### config.mk
export PLATFORM = sky130hd
export DESIGN_NAME = supply_monitor
export DESIGN_NICKNAME = d
export VERILOG_FILES = /design/src/release_counter.v /design/src/supply_monitor.v
export VERILOG_INCLUDE_DIRS = /design/src
export SDC_FILE = /design/constraint.sdc
export NUM_CORES = 1
export LEC_CHECK = 0
export CAP_MARGIN = 20
export CORE_MARGIN = 1.5
export CORE_UTILIZATION = 50
export CTS_CLUSTER_SIZE = 10
export DETAILED_ROUTE_END_ITERATION = 8
export DONT_BUFFER_PORTS = 1
export GPL_ROUTABILITY_DRIVEN = 0
export GPL_TIMING_DRIVEN = 0
export HOLD_SLACK_MARGIN = 0.05
export MAX_ROUTING_LAYER = met4
export PLACE_DENSITY = 0.67
export SYNTH_ARGS = -nofsm -noshare
export SYNTH_HDL_FRONTEND = slang
export SYNTH_SLANG_ARGS = --single-unit
### constraint.sdc
create_clock -name aclk -period 1.7 [get_ports aclk]
set_input_delay 0.255 -clock aclk [delete_from_list [all_inputs] [get_ports aclk]]
set_output_delay 0.255 -clock aclk [all_outputs]
set_load 0.05 [all_outputs]
### src/supply_monitor_consts.vh
`ifndef SUPPLY_MONITOR_CONSTS_VH
`define SUPPLY_MONITOR_CONSTS_VH

// register byte offsets
`define SM_CONTROL_OFFSET 8'h00
`define SM_STATUS_OFFSET 8'h04

// control field positions
`define SM_CIRCUIT_EN_BIT 7
`define SM_THRESHOLD_SEL_BIT 3
`define SM_RESET_EN_BIT 2
`define SM_FALL_IE_BIT 1
`define SM_RISE_IE_BIT 0

// status field positions
`define SM_FALL_FLAG_BIT 1
`define SM_RISE_FLAG_BIT 0

// fixed-one reserved bits and reset values
`define SM_CONTROL_RSVD_ONES 8'h70
`define SM_STATUS_RSVD_ONES 8'hFC
`define SM_CONTROL_RESET 8'h00
`define SM_STATUS_RESET 8'h00

// cycles counted after supply recovery before the internal reset releases
`define SM_RELEASE_CYCLES 131072

// axi responses
`define SM_RESP_OKAY 2'b00
`define SM_RESP_SLVERR 2'b10

`endif

### src/release_counter.v
`timescale 1ns/1ns
`default_nettype none
module release_counter #(
	parameter integer COUNT = 131072,
	parameter integer COUNT_W = 18
)
(
	// clock and reset
	input wire aclk,
	input wire aresetn,
	// control
	input wire clear,
	input wire run,
	// status
	output wire done
);
	reg [COUNT_W-1:0] count_reg;
	reg [COUNT_W-1:0] count_next;
	localparam integer LAST_INT = COUNT - 1;
	localparam [COUNT_W-1:0] LAST = LAST_INT[COUNT_W-1:0];

	assign done = run && (count_reg == LAST);

	always @*
	begin
		count_next = count_reg;
		if (clear || done)
			count_next = {COUNT_W{1'b0}};
		else if (run)
			count_next = count_reg + {{(COUNT_W-1){1'b0}}, 1'b1};
	end

	always @(posedge aclk)
	begin
		if (!aresetn)
			count_reg <= {COUNT_W{1'b0}};
		else
			count_reg <= count_next;
	end
endmodule // release_counter
`default_nettype wire

### src/supply_monitor.v
// Implementation choices: the register offsets and the AXI4-Lite interface to the registers.
`timescale 1ns/1ns
`default_nettype none
`include "supply_monitor_consts.vh"

// Overview of operation
// - enable bit 7 clear keeps detection in standby; set activates it
// - control bits 6 to 4 always read one; writes ignored
// - bit 3 selects reset threshold: zero 2.3 V, one 3.6 V
// - bit 2 gates generation of the low-voltage reset
// - bit 1 permits the supply-fall interrupt; clear suppresses it
// - bit 0 permits the supply-rise interrupt; clear suppresses it
// - bits 7, 3, 2 survive low-voltage reset; cleared only by full reset
// - fall flag sets on fall; cleared by reading one then writing zero
// - after recovery, count 131,072 cycles before releasing internal reset
module supply_monitor #(
	parameter integer RELEASE_CYCLES = `SM_RELEASE_CYCLES,
	parameter integer RELEASE_W = 18
)
(
	// clock and power-on / watchdog reset
	input wire aclk,
	input wire aresetn,
	// axi4-lite write address and data
	input wire [7:0] s_axi_awaddr,
	input wire s_axi_awvalid,
	output wire s_axi_awready,
	input wire [31:0] s_axi_wdata,
	input wire [3:0] s_axi_wstrb,
	input wire s_axi_wvalid,
	output wire s_axi_wready,
	// axi4-lite write response
	output reg [1:0] s_axi_bresp,
	output reg s_axi_bvalid,
	input wire s_axi_bready,
	// axi4-lite read
	input wire [7:0] s_axi_araddr,
	input wire s_axi_arvalid,
	output wire s_axi_arready,
	output reg [31:0] s_axi_rdata,
	output reg [1:0] s_axi_rresp,
	output reg s_axi_rvalid,
	input wire s_axi_rready,
	// comparator levels from the analog supervisor
	input wire supply_below_reset,
	input wire supply_below_fall,
	input wire supply_above_rise,
	// to the analog supervisor and system
	output wire monitor_active,
	output wire threshold_high,
	output reg internal_reset_n,
	output wire supply_irq
);
	reg circuit_en_reg;
	reg threshold_sel_reg;
	reg reset_en_reg;
	reg fall_ie_reg;
	reg rise_ie_reg;
	reg fall_flag_reg;
	reg rise_flag_reg;
	reg fall_seen_reg;
	reg rise_seen_reg;
	reg rise_armed_reg;
	reg below_fall_d_reg;
	reg above_rise_d_reg;
	reg lv_reset_reg;
	wire wr_fire;
	wire rd_fire;
	wire wr_ctrl;
	wire wr_stat;
	wire rd_ctrl;
	wire rd_stat;
	wire fall_event;
	wire rise_event;
	wire fall_clear;
	wire rise_clear;
	wire lv_trip;
	wire release_done;
	wire [7:0] control_view;
	wire [7:0] status_view;

	assign monitor_active = circuit_en_reg;
	assign threshold_high = threshold_sel_reg;

	// write taken only with address and data both offered
	assign s_axi_awready = s_axi_awvalid && s_axi_wvalid && !s_axi_bvalid;
	assign s_axi_wready = s_axi_awready;
	assign wr_fire = s_axi_awready;
	assign s_axi_arready = !s_axi_rvalid;
	assign rd_fire = s_axi_arvalid && s_axi_arready;
	assign wr_ctrl = wr_fire && s_axi_wstrb[0] && (s_axi_awaddr[7:2] == `SM_CONTROL_OFFSET >> 2);
	assign wr_stat = wr_fire && s_axi_wstrb[0] && (s_axi_awaddr[7:2] == `SM_STATUS_OFFSET >> 2);
	assign rd_ctrl = rd_fire && (s_axi_araddr[7:2] == `SM_CONTROL_OFFSET >> 2);
	assign rd_stat = rd_fire && (s_axi_araddr[7:2] == `SM_STATUS_OFFSET >> 2);

	assign control_view = `SM_CONTROL_RSVD_ONES
		| ({7'h00, circuit_en_reg} << `SM_CIRCUIT_EN_BIT)
		| ({7'h00, threshold_sel_reg} << `SM_THRESHOLD_SEL_BIT)
		| ({7'h00, reset_en_reg} << `SM_RESET_EN_BIT)
		| ({7'h00, fall_ie_reg} << `SM_FALL_IE_BIT)
		| ({7'h00, rise_ie_reg} << `SM_RISE_IE_BIT);
	assign status_view = `SM_STATUS_RSVD_ONES
		| ({7'h00, fall_flag_reg} << `SM_FALL_FLAG_BIT)
		| ({7'h00, rise_flag_reg} << `SM_RISE_FLAG_BIT);

	// detection events only while the circuit is in use
	assign fall_event = circuit_en_reg && supply_below_fall && !below_fall_d_reg;
	assign rise_event = circuit_en_reg && rise_armed_reg && supply_above_rise && !above_rise_d_reg;
	assign fall_clear = wr_stat && !s_axi_wdata[`SM_FALL_FLAG_BIT] && fall_seen_reg;
	assign rise_clear = wr_stat && !s_axi_wdata[`SM_RISE_FLAG_BIT] && rise_seen_reg;
	assign lv_trip = circuit_en_reg && reset_en_reg && supply_below_reset;

	assign supply_irq = (fall_flag_reg && fall_ie_reg) || (rise_flag_reg && rise_ie_reg);

	release_counter #(
		.COUNT(RELEASE_CYCLES),
		.COUNT_W(RELEASE_W)
	) u_release (
		.aclk(aclk),
		.aresetn(aresetn),
		.clear(supply_below_reset),
		.run(lv_reset_reg && !supply_below_reset),
		.done(release_done)
	);

	// low-voltage reset: held while low, released after the recovery count
	always @(posedge aclk)
	begin
		if (!aresetn)
		begin
			lv_reset_reg <= 1'b0;
			internal_reset_n <= 1'b1;
		end
		else
		begin
			if (lv_trip)
				lv_reset_reg <= 1'b1;
			else if (release_done)
				lv_reset_reg <= 1'b0;
			internal_reset_n <= !(lv_trip || (lv_reset_reg && !release_done));
		end
	end

	// control bits; circuit, threshold and reset enables survive low-voltage reset
	always @(posedge aclk)
	begin
		if (!aresetn)
		begin
			circuit_en_reg <= 1'b0;
			threshold_sel_reg <= 1'b0;
			reset_en_reg <= 1'b0;
			fall_ie_reg <= 1'b0;
			rise_ie_reg <= 1'b0;
		end
		else if (lv_reset_reg)
		begin
			fall_ie_reg <= 1'b0;
			rise_ie_reg <= 1'b0;
		end
		else if (wr_ctrl)
		begin
			circuit_en_reg <= s_axi_wdata[`SM_CIRCUIT_EN_BIT];
			threshold_sel_reg <= s_axi_wdata[`SM_THRESHOLD_SEL_BIT];
			reset_en_reg <= s_axi_wdata[`SM_RESET_EN_BIT];
			fall_ie_reg <= s_axi_wdata[`SM_FALL_IE_BIT];
			rise_ie_reg <= s_axi_wdata[`SM_RISE_IE_BIT];
		end
	end

	// status flags; a new event wins over a clear in the same cycle
	always @(posedge aclk)
	begin
		if (!aresetn || lv_reset_reg)
		begin
			fall_flag_reg <= 1'b0;
			rise_flag_reg <= 1'b0;
			fall_seen_reg <= 1'b0;
			rise_seen_reg <= 1'b0;
			rise_armed_reg <= 1'b0;
			below_fall_d_reg <= 1'b0;
			above_rise_d_reg <= 1'b0;
		end
		else
		begin
			below_fall_d_reg <= supply_below_fall;
			above_rise_d_reg <= supply_above_rise;
			if (fall_event)
				fall_flag_reg <= 1'b1;
			else if (fall_clear)
				fall_flag_reg <= 1'b0;
			if (rise_event)
				rise_flag_reg <= 1'b1;
			else if (rise_clear)
				rise_flag_reg <= 1'b0;
			// a rise counts only after a fall seen with rise interrupt enabled
			if (fall_event && rise_ie_reg)
				rise_armed_reg <= 1'b1;
			else if (rise_event || !circuit_en_reg)
				rise_armed_reg <= 1'b0;
			// read-as-one latch that permits a later clearing write
			if (wr_stat || fall_event)
				fall_seen_reg <= 1'b0;
			else if (rd_stat && fall_flag_reg)
				fall_seen_reg <= 1'b1;
			if (wr_stat || rise_event)
				rise_seen_reg <= 1'b0;
			else if (rd_stat && rise_flag_reg)
				rise_seen_reg <= 1'b1;
		end
	end

	// bus answers, one cycle after acceptance
	always @(posedge aclk)
	begin
		if (!aresetn)
		begin
			s_axi_bvalid <= 1'b0;
			s_axi_bresp <= `SM_RESP_OKAY;
			s_axi_rvalid <= 1'b0;
			s_axi_rresp <= `SM_RESP_OKAY;
			s_axi_rdata <= 32'h0000_0000;
		end
		else
		begin
			if (wr_fire)
			begin
				s_axi_bvalid <= 1'b1;
				s_axi_bresp <= (s_axi_awaddr[7:2] == `SM_CONTROL_OFFSET >> 2 ||
					s_axi_awaddr[7:2] == `SM_STATUS_OFFSET >> 2) ? `SM_RESP_OKAY : `SM_RESP_SLVERR;
			end
			else if (s_axi_bready)
				s_axi_bvalid <= 1'b0;
			if (rd_fire)
			begin
				s_axi_rvalid <= 1'b1;
				s_axi_rresp <= (rd_ctrl || rd_stat) ? `SM_RESP_OKAY : `SM_RESP_SLVERR;
				if (rd_ctrl)
					s_axi_rdata <= {24'h00_0000, control_view};
				else if (rd_stat)
					s_axi_rdata <= {24'h00_0000, status_view};
				else
					s_axi_rdata <= 32'h0000_0000;
			end
			else if (s_axi_rready)
				s_axi_rvalid <= 1'b0;
		end
	end
endmodule // supply_monitor
`default_nettype wire

### After elaboration in Yosys (flattened, before gate mapping)

Cells that the tools add are included.

| cells by class | value |
|---|---|
| add/subtract/negate cells | 1 |
| multiply operators | 0 |
| divide/modulo/power cells | 0 |
| $lt $le $gt $ge | 0 |
| eq/ne operators | 3 |
| shift-type cells | 0 |
| mux-type cells | 16 |
| bitwise operators | 7 |
| reductions and logical operators | 60 |

Operators with widths:

| cell | count |
|---|---|
| 1-bit logical AND | 27 |
| 18-bit by 1-bit adder with 18-bit output, second input constant | 1 |
| 18-bit by 17-bit equality test with 1-bit output, second input constant | 1 |
| 8-bit 2-to-1 mux | 2 |
| 8-bit by 1-bit bitwise OR with 8-bit output | 2 |
| 6-bit by 1-bit equality test with 1-bit output, second input constant | 2 |
| 6-bit logical NOT | 2 |
| 1-bit 2-to-1 mux | 12 |
| 2-bit nonzero test | 6 |
| 1-bit logical NOT | 11 |
| 1-bit logical OR | 9 |
| 8-bit by 2-bit bitwise OR with 8-bit output | 1 |
| 8-bit by 3-bit bitwise OR with 8-bit output | 1 |
| 8-bit by 4-bit bitwise OR with 8-bit output | 1 |
| 2-bit OR reduction | 4 |
| 2-bit 2-to-1 mux | 2 |
| 1-bit inverter | 2 |
| 2-bit AND reduction | 1 |

| word-level totals | value |
|---|---|
| register bits | 70 |
| latch bits | 0 |
| memory bits (writable) | 0 |
| memory bits (read-only) | 0 |
| input port bits | 62 |
| output and inout bits | 45 |
| word-level logic and storage cells | 107 |
| memories | 0 |

### Logic depth before layout (Yosys ltp)

Gate-level depths: netlist of run 1.

| depth | value |
|---|---|
| depth after elaboration | 8 |
| gate-level depth with buffers | 6 |
| depth with buffers taken out | 5 |

### Cells and area by module

Synthesis of run 1 repeated with hierarchy kept, for this count alone.

| unflattened totals | value |
|---|---|
| cell total of the unflattened synthesis | 242 |
| area, all modules | 2213.4 um^2 |

By module, submodules not included:

| module | times used | cells an instance | area an instance (um^2) | sequential area each (um^2) |
|---|---|---|---|---|
| supply_monitor | 1 | 147 | 1287.5 | 480.5 |
| release_counter | 1 | 95 | 925.9 | 360.3 |

### Worst setup path after synthesis of run 1

OpenSTA, ideal clock, no wires.

| timing | value |
|---|---|
| path kind | reg2reg |
| from | register s_axi_bvalid |
| to | register circuit_en_reg, in the netlist monitor_active |
| setup time | 0.118 ns |
| arrival | 1.898 ns |
| required time | 1.582 ns |
| slack | -0.316 ns |
| stages on the path, launching flop included | 6 |
| buffers on the path | 1 |
| clock period less this slack | 2.016 ns |
| cell sequence | dfxtp_1 and3b_1 clkbuf_1 and4bb_1 mux2i_1 nor2b_1 |

| on the way | value |
|---|---|
| cells in the longest elaborated chain, start to end | 5 |

RTL lines:

| element | line | text |
|---|---|---|
| start: declaration | supply_monitor.v:34 | `output reg s_axi_bvalid,` |
| start signal: assignment | supply_monitor.v:217 | `s_axi_bvalid <= 1'b0;` |
| start signal: assignment | supply_monitor.v:227 | `s_axi_bvalid <= 1'b1;` |
| start signal: assignment | supply_monitor.v:232 | `s_axi_bvalid <= 1'b0;` |
| 1-bit logical NOT | supply_monitor.v:86 | `assign s_axi_awready = s_axi_awvalid && s_axi_wvalid && !s_axi_bvalid;` |
| 1-bit logical AND | supply_monitor.v:86 |  |
| net s_axi_awready | supply_monitor.v:27 | `output wire s_axi_awready,` |
| 1-bit logical AND (2 in series) | supply_monitor.v:91 | `` assign wr_ctrl = wr_fire && s_axi_wstrb[0] && (s_axi_awaddr[7:2] == `SM_CONTROL_OFFSET >> 2); `` |
| 2-bit AND reduction (no line) | n/a |  |
| end signal: assignment | supply_monitor.v:162 | `` circuit_en_reg <= s_axi_wdata[`SM_CIRCUIT_EN_BIT]; `` |
| end: declaration | supply_monitor.v:54 | `reg circuit_en_reg;` |

The timed path passes the listed nets, and every way through them passes these cells.
A chain may end at the register's enable or synchronous reset.

### Final worst setup path of run 1

| timing | value |
|---|---|
| from | register s_axi_bvalid |
| to | output s_axi_wready |

| on the way | value |
|---|---|
| cells in the longest elaborated chain, start to end | 2 |

RTL lines:

| element | line | text |
|---|---|---|
| 1-bit logical NOT | supply_monitor.v:86 |  |
| 1-bit logical AND | supply_monitor.v:86 |  |
| end: declaration | supply_monitor.v:31 | `output wire s_axi_wready,` |

Every way passes these cells.

==> run metrics, run 1 <==
max_cap viols=0; Cell variety after synth=49; mean area per synthesized cell=approximately 9.2 µm²; GRT Util Overall=18.5%; wirelength, routed=4010 µm; mapped cell area=2120 µm²; layout cells sized above 1=23.4%; Buf/Inv on CP=2; largest family of logic cells by synthesized area=simple AND/OR/NAND/NOR gates; status=finished, final reports clean; Starting Density=between 50% and 60%; input/output buffers=0; Synth Register Bits=42; Synth Area in Adders=0.589%; vias in the first global route=1368; Power Internal=roughly 1.5 mW; gr ovfl total=0; die footprint=4650 µm²; clock power share=37.5%; PD cells=818 nW/µm²; # DRC=0; Seq/Total Area, Yosys=39.6%; via-per-instance ratio=approximately 5.2; first-pass GRT wire length=6220 µm; HP Class=in2reg; Final Hold Fails=0; die height=~68 µm; Final Cell Area=2510 µm²; Synth Area in XOR/XNOR=4.95%; Leak=1.02 nW; CTS tree=done; DP HPWL=2930 µm; Net Sw Power=about 550 µW; worst path cell trace=and3b_1 > clkbuf_4 > buf_4; VDD IR max=0.818 mV; Synth Area in Simple Gates=27.8%; final antenna-violating net count=0; setup violators final=0; Wirelength per Cell=roughly 13 µm; pin count of the biggest net entering global routing=13; Hold Buf Count CTS=0; Die Span X=between 60 and 70 µm; number of clock sinks=42; delay-heaviest family, CP=buffers and inverters; Top Ports=~110; Comb power frac=between 10% and 20%; Synth Flop Type=dfxtp_1; Ant. Diodes=0; Arr. time, crit path=between 1 and 1.5 ns; Crit Path Max Fanout=6; Crit path required time=1.44 ns; largest stage delay on the critical path=0.41 ns; Critical Path Slowest Stage Cell=dfxtp_4; setup_tns=0 ns; Slew @ Worst Pin=0.740 ns; multiplexer area fraction after synthesis=3.89%; Core ar.=just over 4000 µm²; CP Launch Type=flop; initial detailed-routing violation count=58; Syn Inst Count=231; TritonCTS buffer count=5; max FFs per register=18; Syn-to-layout area delta=18.3%; Compound-Gate Fraction of Synth Area=between 10% and 20%; Final Max Tran Viols=0; DP Area=about 2300 µm²; sw frac=between 20 and 30%; post-layout util=between 60 and 70%; antenna violations before repair=0; Period Utilization, post-route=between 90% and 100%; overall power=2.05 mW; fin nets=331; htree depth=2; ys async rst share=0%; Via Count=~1600; Setup CP Type=reg2out; slew margin rel.=50.0%; kind of end point of the critical path=output port; root buffer cell=clkbuf_8; Synth Warn #=0; DR pass1 iterations=4; Tmin final=~1.7 ns; RSZ-0062 raised after global routing=no; Post-synth EDFFs=0; Worst-path clk slew=0.08 ns; fmax=a little over 600 MHz; worst-skew pair later-pin latency=0.29 ns; CTS Buffer Depth=2; Sequential Power Share=49.8%; num rows=23; Final Skew=0.00392 ns
==> metal layers <==
metal / wire (µm) / vias to the layer above / track usage [%]
li1: - / 844 / -
met1: 1810 / 743 / 23.6
met2: 1850 / 55 / 27.4
met3: 292 / 5 / 5.43
met4: 59 / 0 / 7.50
met5: 0 / - / -
==> cells in the mapped netlist, types with 2 or more instances <==
library cell | count | area share, %
nor2_1 | 20 | 3.5
nor4_1 | 4 | 1.2
nor2b_1 | 9 | 2.7
mux2i_1 | 6 | 2.8
nand3_1 | 7 | 1.6
nand4_1 | 4 | 1.2
o21ai_0 | 6 | 1.4
o211a_1 | 4 | 1.9
nor4_2 | 2 | 1.2
xor2_1 | 3 | 1.2
nand2_1 | 17 | 3.0
nor3_1 | 4 | 0.94
or3_1 | 2 | 0.59
clkbuf_1 | 3 | 0.53
a21oi_1 | 5 | 1.2
a31oi_1 | 3 | 0.88
buf_4 | 30 | 11
nor3b_1 | 3 | 1.1
or2_4 | 2 | 0.83
or4_1 | 2 | 0.71
nand4b_1 | 3 | 1.2
mux2_2 | 2 | 1.1
and2_1 | 2 | 0.59
o211ai_1 | 4 | 1.4
nand2b_1 | 5 | 1.5
dfxtp_1 | 42 | 40
xnor2_1 | 9 | 3.7
a21boi_0 | 5 | 1.8
and4_1 | 3 | 1.2
==> metrics by stage <==
stage	setup WS (ns)	hold slack (ns)	std cells
finish	0.0447	0.0799	319
global route	0.00454	0.0818	319
CTS	0.0212	0.0685	315
detailed placement	-0.119	0.381	306
global placement	-0.0883	0.378	306
floorplan	0.0831	0.377	256
==> final timing paths <==
check	from	end	slack, ns	cells past startpoint
max	s_axi_bvalid$_SDFFE_PN0P_	s_axi_wready	0.04	3
min	supply_above_rise	above_rise_d_reg$_SDFF_PP0_	0.08	1
max reg2reg	u_release.count_reg[1]$_SDFFE_PP0P_	u_release.count_reg[16]$_SDFFE_PP0P_	0.06	5
min reg2reg	u_release.count_reg[17]$_SDFFE_PP0P_	u_release.count_reg[17]$_SDFFE_PP0P_	0.47	2
==> kinds of logic after synthesis <==
group                    Yosys count
other                              1
AND/OR/NAND/NOR                   99
AO/OA/AOI/OAI                     33
multiplexers                       8
flip-flops                        42
buffers and inverters             35
XOR/XNOR                          12
adder cells (fa/ha/maj)            1
==> cell usage in the layout, fill, tap and decap left out, types with 2 or more instances in the layout <==
cell and count:
xor2_1 3, nor2_1 20, nor4_1 4, clkbuf_1 4
nor3b_1 3, nand4_1 4, a21boi_0 5, nor2b_1 9
dfxtp_2 2, nor3_1 3, clkbuf_8 5, clkbuf_4 2
or2_4 2, xnor2_1 9, a21oi_1 5, and2_1 2
dfxtp_4 3, mux2i_1 6, mux2_2 2, dfxtp_1 37
or3_1 2, nand4b_1 3, nand2b_1 4, nor4_4 2
nand3_1 6, or4_1 2, and4_1 3, o211a_1 4
buf_4 34, conb_1 26, nand2_1 17, a31oi_1 3
o21ai_0 6, o211ai_1 4
==> worst register-to-register path: stages, from the launching register on <==
cell and delay [ns]:
dfxtp_4 0.37, ha_4 0.14, nand3_4 0.12, or2_4 0.30
or4_1 0.50, a21oi_1 0.14
==> power by group through the flow <==
stage | clock [mW] | sequential [mW] | combinational [mW]
CTS | 0.785 | 1.03 | 0.258
floorplan | 0 | 1.05 | 0.243
finish | 0.770 | 1.02 | 0.261
detailed placement | 0 | 1.05 | 0.254
global placement | 0 | 1.05 | 0.253
global route | 0.823 | 1.02 | 0.278
==> cell type report <==
type	instances	area, µm²
clock buffers	7	76.3
clock inverters	1	30.0
well taps	50	62.6
fillers	364	1520
inverters	1	3.75
repair buffers	5	37.5
plain buffers	34	251
multi-input cells	179	1200
flip-flops and latches	42	855
==> what timing repair did <==
item                       CTS  global route
hold endpoints to repair     0             0
resized for setup            9            11
pin swaps                    1             1
setup endpoints to repair   21            21
buffers inserted             1             4
Note: power is estimated with default switching activity, not from simulation.
==> inputs of run 2 (changes only) <==
- CORE_UTILIZATION: 50 -> 48
- PLACE_DENSITY: 0.67 -> 0.64
- clock period: 1.7 -> 1.5 ns (I/O delays scaled with it)
==> run metrics, run 2 (same netlist as run 1, synthesis figures left out) <==
fmax=approximately 650 MHz; Critical Path Slowest Stage Cell=dfxtp_4; Final Cell Area=2830 µm²; TritonCTS buffer count=5; total placed cells including tap cells=308; VDD IR max=0.474 mV; Ant. Diodes=0; violations in the final reports=setup timing; Core ar.=roughly 4300 µm²; die height=69.5 µm; gr ovfl total=0; slew margin rel.=between 60% and 70%; worst-skew pair later-pin latency=0.29 ns; wirelength, routed=4410 µm; Via Count=1733; Period Utilization, post-route=103%; Leak=1.14 nW; PD cells=782 nW/µm²; input/output buffers=0; most frequent cells in the layout=buf_4, conb_1, dfxtp_1, nand2_1, nor2_1; die footprint=4830 µm²; root buffer cell=clkbuf_8; Min Hold Slack=0.0661 ns; DR pass1 iterations=4; # DRC=0; vias in the first global route=1550; dpl ws=-0.264 ns; CP Launch Type=flop; setup slack after layout=-0.0483 ns; Setup CP Type=reg2reg; worst path cell trace=ha_4 > nand3_4 > or2_4 > o31ai_4 > buf_6 > nor2_1; htree depth=2; first-pass GRT wire length=6900 µm; setup violators final=16; largest stage delay on the critical path=~0.38 ns; Die Span X=69.5 µm; Crit Path Max Fanout=5; number of clock sinks=between 40 and 50; Top Ports=107; num rows=24; Syn-to-layout area delta=33.1%; DP Area=2340 µm²; Final Skew=0.00291 ns; Arr. time, crit path=around 1.7 ns; Wirelength per Cell=12.9 µm; RSZ-0062 raised after global routing=yes; kind of end point of the critical path=flop; layout cells sized above 1=40.1%; GRT Util Overall=18.2%; Worst-path clk slew=roughly 0.080 ns; max FFs per register=18; Final Hold Fails=0; antenna violations before repair=0; number of fill cells=364; initial detailed-routing violation count=82; fin cells=around 340; Slew @ Worst Pin=0.556 ns; CTS tree=done; DP HPWL=2930 µm; Starting Density=between 40% and 50%; most common cell after layout, fill and taps aside=buf_4; Crit path required time=1.69 ns; status=complete, but fails checks; CTS Buffer Depth=2; pin count of the biggest net entering global routing=13; post-layout util=65.8%; Tmin final=1.55 ns; Final Max Tran Viols=0; via-per-instance ratio=roughly 5; final antenna-violating net count=0; fin nets=about 350; max_cap viols=0; HP Class=in2reg
==> run 2: cell count changes in the layout (fill, tap and decap cells not counted), sizes merged <==
cell         before  now
buf              35   55
clkbuf           11    9
dlygate4sd3       0    2
bufinv            1    0
clkinv            0    1
==> run 2: worst paths after layout <==
| check | from | slack, ns | to | depth (start not counted) |
|---|---|---|---|---|
| max | u_release.count_reg[1]$_SDFFE_PP0P_ | -0.05 | u_release.count_reg[7]$_SDFFE_PP0P_ | 6 |
| min | s_axi_wdata[1] | 0.07 | fall_ie_reg$_SDFFE_PP0P_ | 2 |
| max reg2reg | u_release.count_reg[1]$_SDFFE_PP0P_ | -0.05 | u_release.count_reg[7]$_SDFFE_PP0P_ | 6 |
| min reg2reg | fall_ie_reg$_SDFFE_PP0P_ | 0.48 | fall_ie_reg$_SDFFE_PP0P_ | 2 |
==> run 2: final cells by class <==
class	count	area, µm²	area share [%]
repair buffers	25	204	7.22
clock inverters	1	5.00	0.177
multi-input cells	179	1300	45.9
well taps	52	65.1	2.30
plain buffers	34	270	9.56
clock buffers	7	86.3	3.05
inverters	1	3.75	0.133
flip-flops and latches	42	893	31.6
==> run 2: critical path: cells and delay by family, from the launching register on <==
family	cells	cell delay [ns]
AOI/OAI and AO/OA	1	0.31
DFF	1	0.38
and+or+nand+nor	3	0.40
adders and majority gates	1	0.16
buffers and inverters	1	0.21
==> run 2: through the flow <==
step           power [mW]  setup TNS, ns
6_report             2.21         -0.296
5_1_grt              2.29          -1.12
3_3_place_gp         1.48          -3.15
2_1_floorplan        1.47              0
4_1_cts              2.23         -0.179
3_5_place_dp         1.48          -3.30
==> run 2: where the power goes <==
part / total [mW] / internal [mW] / switching (mW)
clock network: 0.746 / 0.371 / 0.375
registers: 1.14 / 1.11 / 0.0378
logic: 0.319 / 0.0986 / 0.220
total: 2.21 / 1.58 / 0.633
==> run 2: per-layer routing <==
metal  track usage, %  part of all wire (%)
met4             6.54                   1.5
met5                -                     0
met1             22.0                    45
met3             5.67                   6.5
met2             28.6                    47
==> run 2: what timing repair did <==
action,in CTS,in global routing
pin swaps,9,23
hold buffers,2,0
gates resized for setup,26,39
gates cloned,0,1
endpoints found under the hold margin,2,0
endpoints found under the setup margin,32,30
setup buffers,12,10
==> inputs of run 3 (changes only) <==
- PLACE_DENSITY: 0.64 -> 0.65
==> run metrics, run 3 (same netlist as run 1, synthesis figures left out) <==
hold path cells=2; DP Area=2340 µm²; GR Layer Usage met3=about 6.4%; Core ar.=4290 µm²; worst path cell trace=nand4_4 > or2_4 > o31ai_4 > buf_6 > nor2_1; die height=between 60 and 70 µm; vias in the first global route=around 1600; htree depth=2; Critical Path Slowest Stage Cell=o31ai_4; Crit path required time=1.68 ns; Leak=between 1 and 1.5 nW; num rows=24; VDD IR max=0.479 mV; status=complete, but fails checks; Reg2Reg Setup Slack=-0.06 ns; Period Utilization, post-route=104%; HP Class=in2reg; Ant. Diodes=0; kind of end point of the critical path=flop; pin count of the biggest net entering global routing=13; overall power=2.21 mW; CP Launch Type=flop; number of clock sinks=42; TritonCTS buffer count=5; Wirelength per Cell=13.5 µm; Arr. time, crit path=1.74 ns; number of fill cells=364; hold endpoint=fall_ie_reg$_SDFFE_PP0P_; initial detailed-routing violation count=roughly 120; violations in the final reports=setup timing; largest stage delay on the critical path=0.40 ns; met2 Use GR=30.8%; Via Count=1750; Buf/Inv on CP=1; die footprint=4830 µm²; Comb power frac=14.3%; clock power share=between 30% and 40%; Setup CP Type=reg2reg; Starting Density=49.4%; Critical R2R Launch=u_release.count_reg[6]$_SDFFE_PP0P_; worst-skew pair later-pin latency=0.29 ns; root buffer cell=clkbuf_8; Sequential Power Share=around 52%; critical hold path startpoint=s_axi_wdata[1]; first-pass GRT wire length=7450 µm; R2R depth=5; Final Cell Area=2790 µm²; CTS tree=done; Worst-path clk slew=0.08 ns; gr ovfl total=0; layout cells sized above 1=39.4%; Top Ports=between 100 and 150; setup slack after layout=-0.0590 ns; Tmin final=1.56 ns; slew margin rel.=63.5%; CTS Buffer Depth=2; final antenna-violating net count=0; via-per-instance ratio=5.13; DP HPWL=3040 µm; Reg area=between 800 and 900 µm²; fmax=641 MHz; Syn-to-layout area delta=31.2%; grt peak-use layer=met2; delay-heaviest family, CP=simple AND/OR/NAND/NOR gates; most frequent cells in the layout=buf_4, conb_1, dfxtp_1, nand2_1, dfxtp_2; input/output buffers=0; RSZ-0062 raised after global routing=yes; GRT Util Overall=19.8%; PD cells=794 nW/µm²; # DRC=0; fin nets=about 350; Slew @ Worst Pin=0.547 ns; Final Max Tran Viols=0; most common cell after layout, fill and taps aside=buf_4; met1 Usage GRT=24.4%; Final Skew=0.00527 ns; multi-input combinational cell area=1260 µm²; antenna violations before repair=0; Net Sw Power=~630 µW; max_cap viols=0; DR pass1 iterations=4; Final Hold Fails=0; RR Endpoint=u_release.count_reg[2]$_SDFFE_PP0P_; max FFs per register=18; Die Span X=69.5 µm; wirelength, routed=4600 µm; sw frac=between 20% and 30%; Crit Path Max Fanout=5; setup violators final=20; Power Internal=approximately 1.6 mW
[run 3: cell type report]
| class | count | area share (%) |
|---|---|---|
| clock inverters | 1 | 0.180 |
| clock buffers | 7 | 3.10 |
| multi-input cells | 179 | 45.4 |
| well taps | 52 | 2.33 |
| inverters | 1 | 0.135 |
| flip-flops and latches | 42 | 31.7 |
| repair buffers | 25 | 7.45 |
| plain buffers | 34 | 9.70 |
[run 3: how the worst max path moves through the flow]
stage | startpoint | end | slack, ns | depth (start not counted)
floorplan | u_release.count_reg[1]$_SDFFE_PP0P_ | u_release.count_reg[4]$_SDFFE_PP0P_ | 0.004 | 6
global placement | s_axi_rvalid$_SDFFE_PN0P_ | rise_seen_reg$_SDFFE_PP0P_ | -0.29 | 4
detailed placement | s_axi_rvalid$_SDFFE_PN0P_ | rise_seen_reg$_SDFFE_PP0P_ | -0.32 | 4
CTS | u_release.count_reg[1]$_SDFFE_PP0P_ | u_release.count_reg[14]$_SDFFE_PP0P_ | -0.04 | 5
global route | u_release.count_reg[6]$_SDFFE_PP0P_ | u_release.count_reg[2]$_SDFFE_PP0P_ | -0.1 | 5
finish | u_release.count_reg[6]$_SDFFE_PP0P_ | u_release.count_reg[2]$_SDFFE_PP0P_ | -0.06 | 5
[run 3: timing repair]
item	4_1_cts	5_1_grt
gates resized for setup	29	26
pin swaps	18	10
hold endpoints to repair	2	0
buffers inserted	8	14
endpoints found under the setup margin	32	29
gates cloned	1	0
hold buffers	2	0
[run 3: power groups by stage]
stage,Sequential [mW],Clock [mW],Combinational (mW)
finish,1.15,0.744,0.317
global route,1.15,0.811,0.334
CTS,1.15,0.763,0.307
detailed placement,1.19,0,0.293
global placement,1.19,0,0.292
floorplan,1.19,0,0.279
[run 3: metal layers]
layer | wire length, µm | vias to the layer above
met5 | 0 | -
met4 | 59 | 0
met3 | 302 | 5
met2 | 2220 | 55
met1 | 2020 | 810
li1 | - | 880
[run 3: worst register-to-register path, delay by kind of cell (launching register included)]
family / cells / cell delay (ns)
AO/OA/AOI/OAI: 1 / 0.40
buffers and inverters: 1 / 0.19
flip-flops: 1 / 0.37
AND/OR/NAND/NOR: 3 / 0.49
[run 3: per-stage QoR]
step	setup slack (ns)	hold slack [ns]	setup TNS (ns)	std cells	utilization, %
3_3_place_gp	-0.289	0.348	-3.16	308	54.5
6_report	-0.0590	0.0626	-0.777	341	64.9
3_5_place_dp	-0.317	0.352	-3.55	308	54.5
2_1_floorplan	0.00394	0.347	0	256	-
5_1_grt	-0.0996	0.0566	-1.71	341	64.9
4_1_cts	-0.0423	0.0573	-0.426	327	60.6
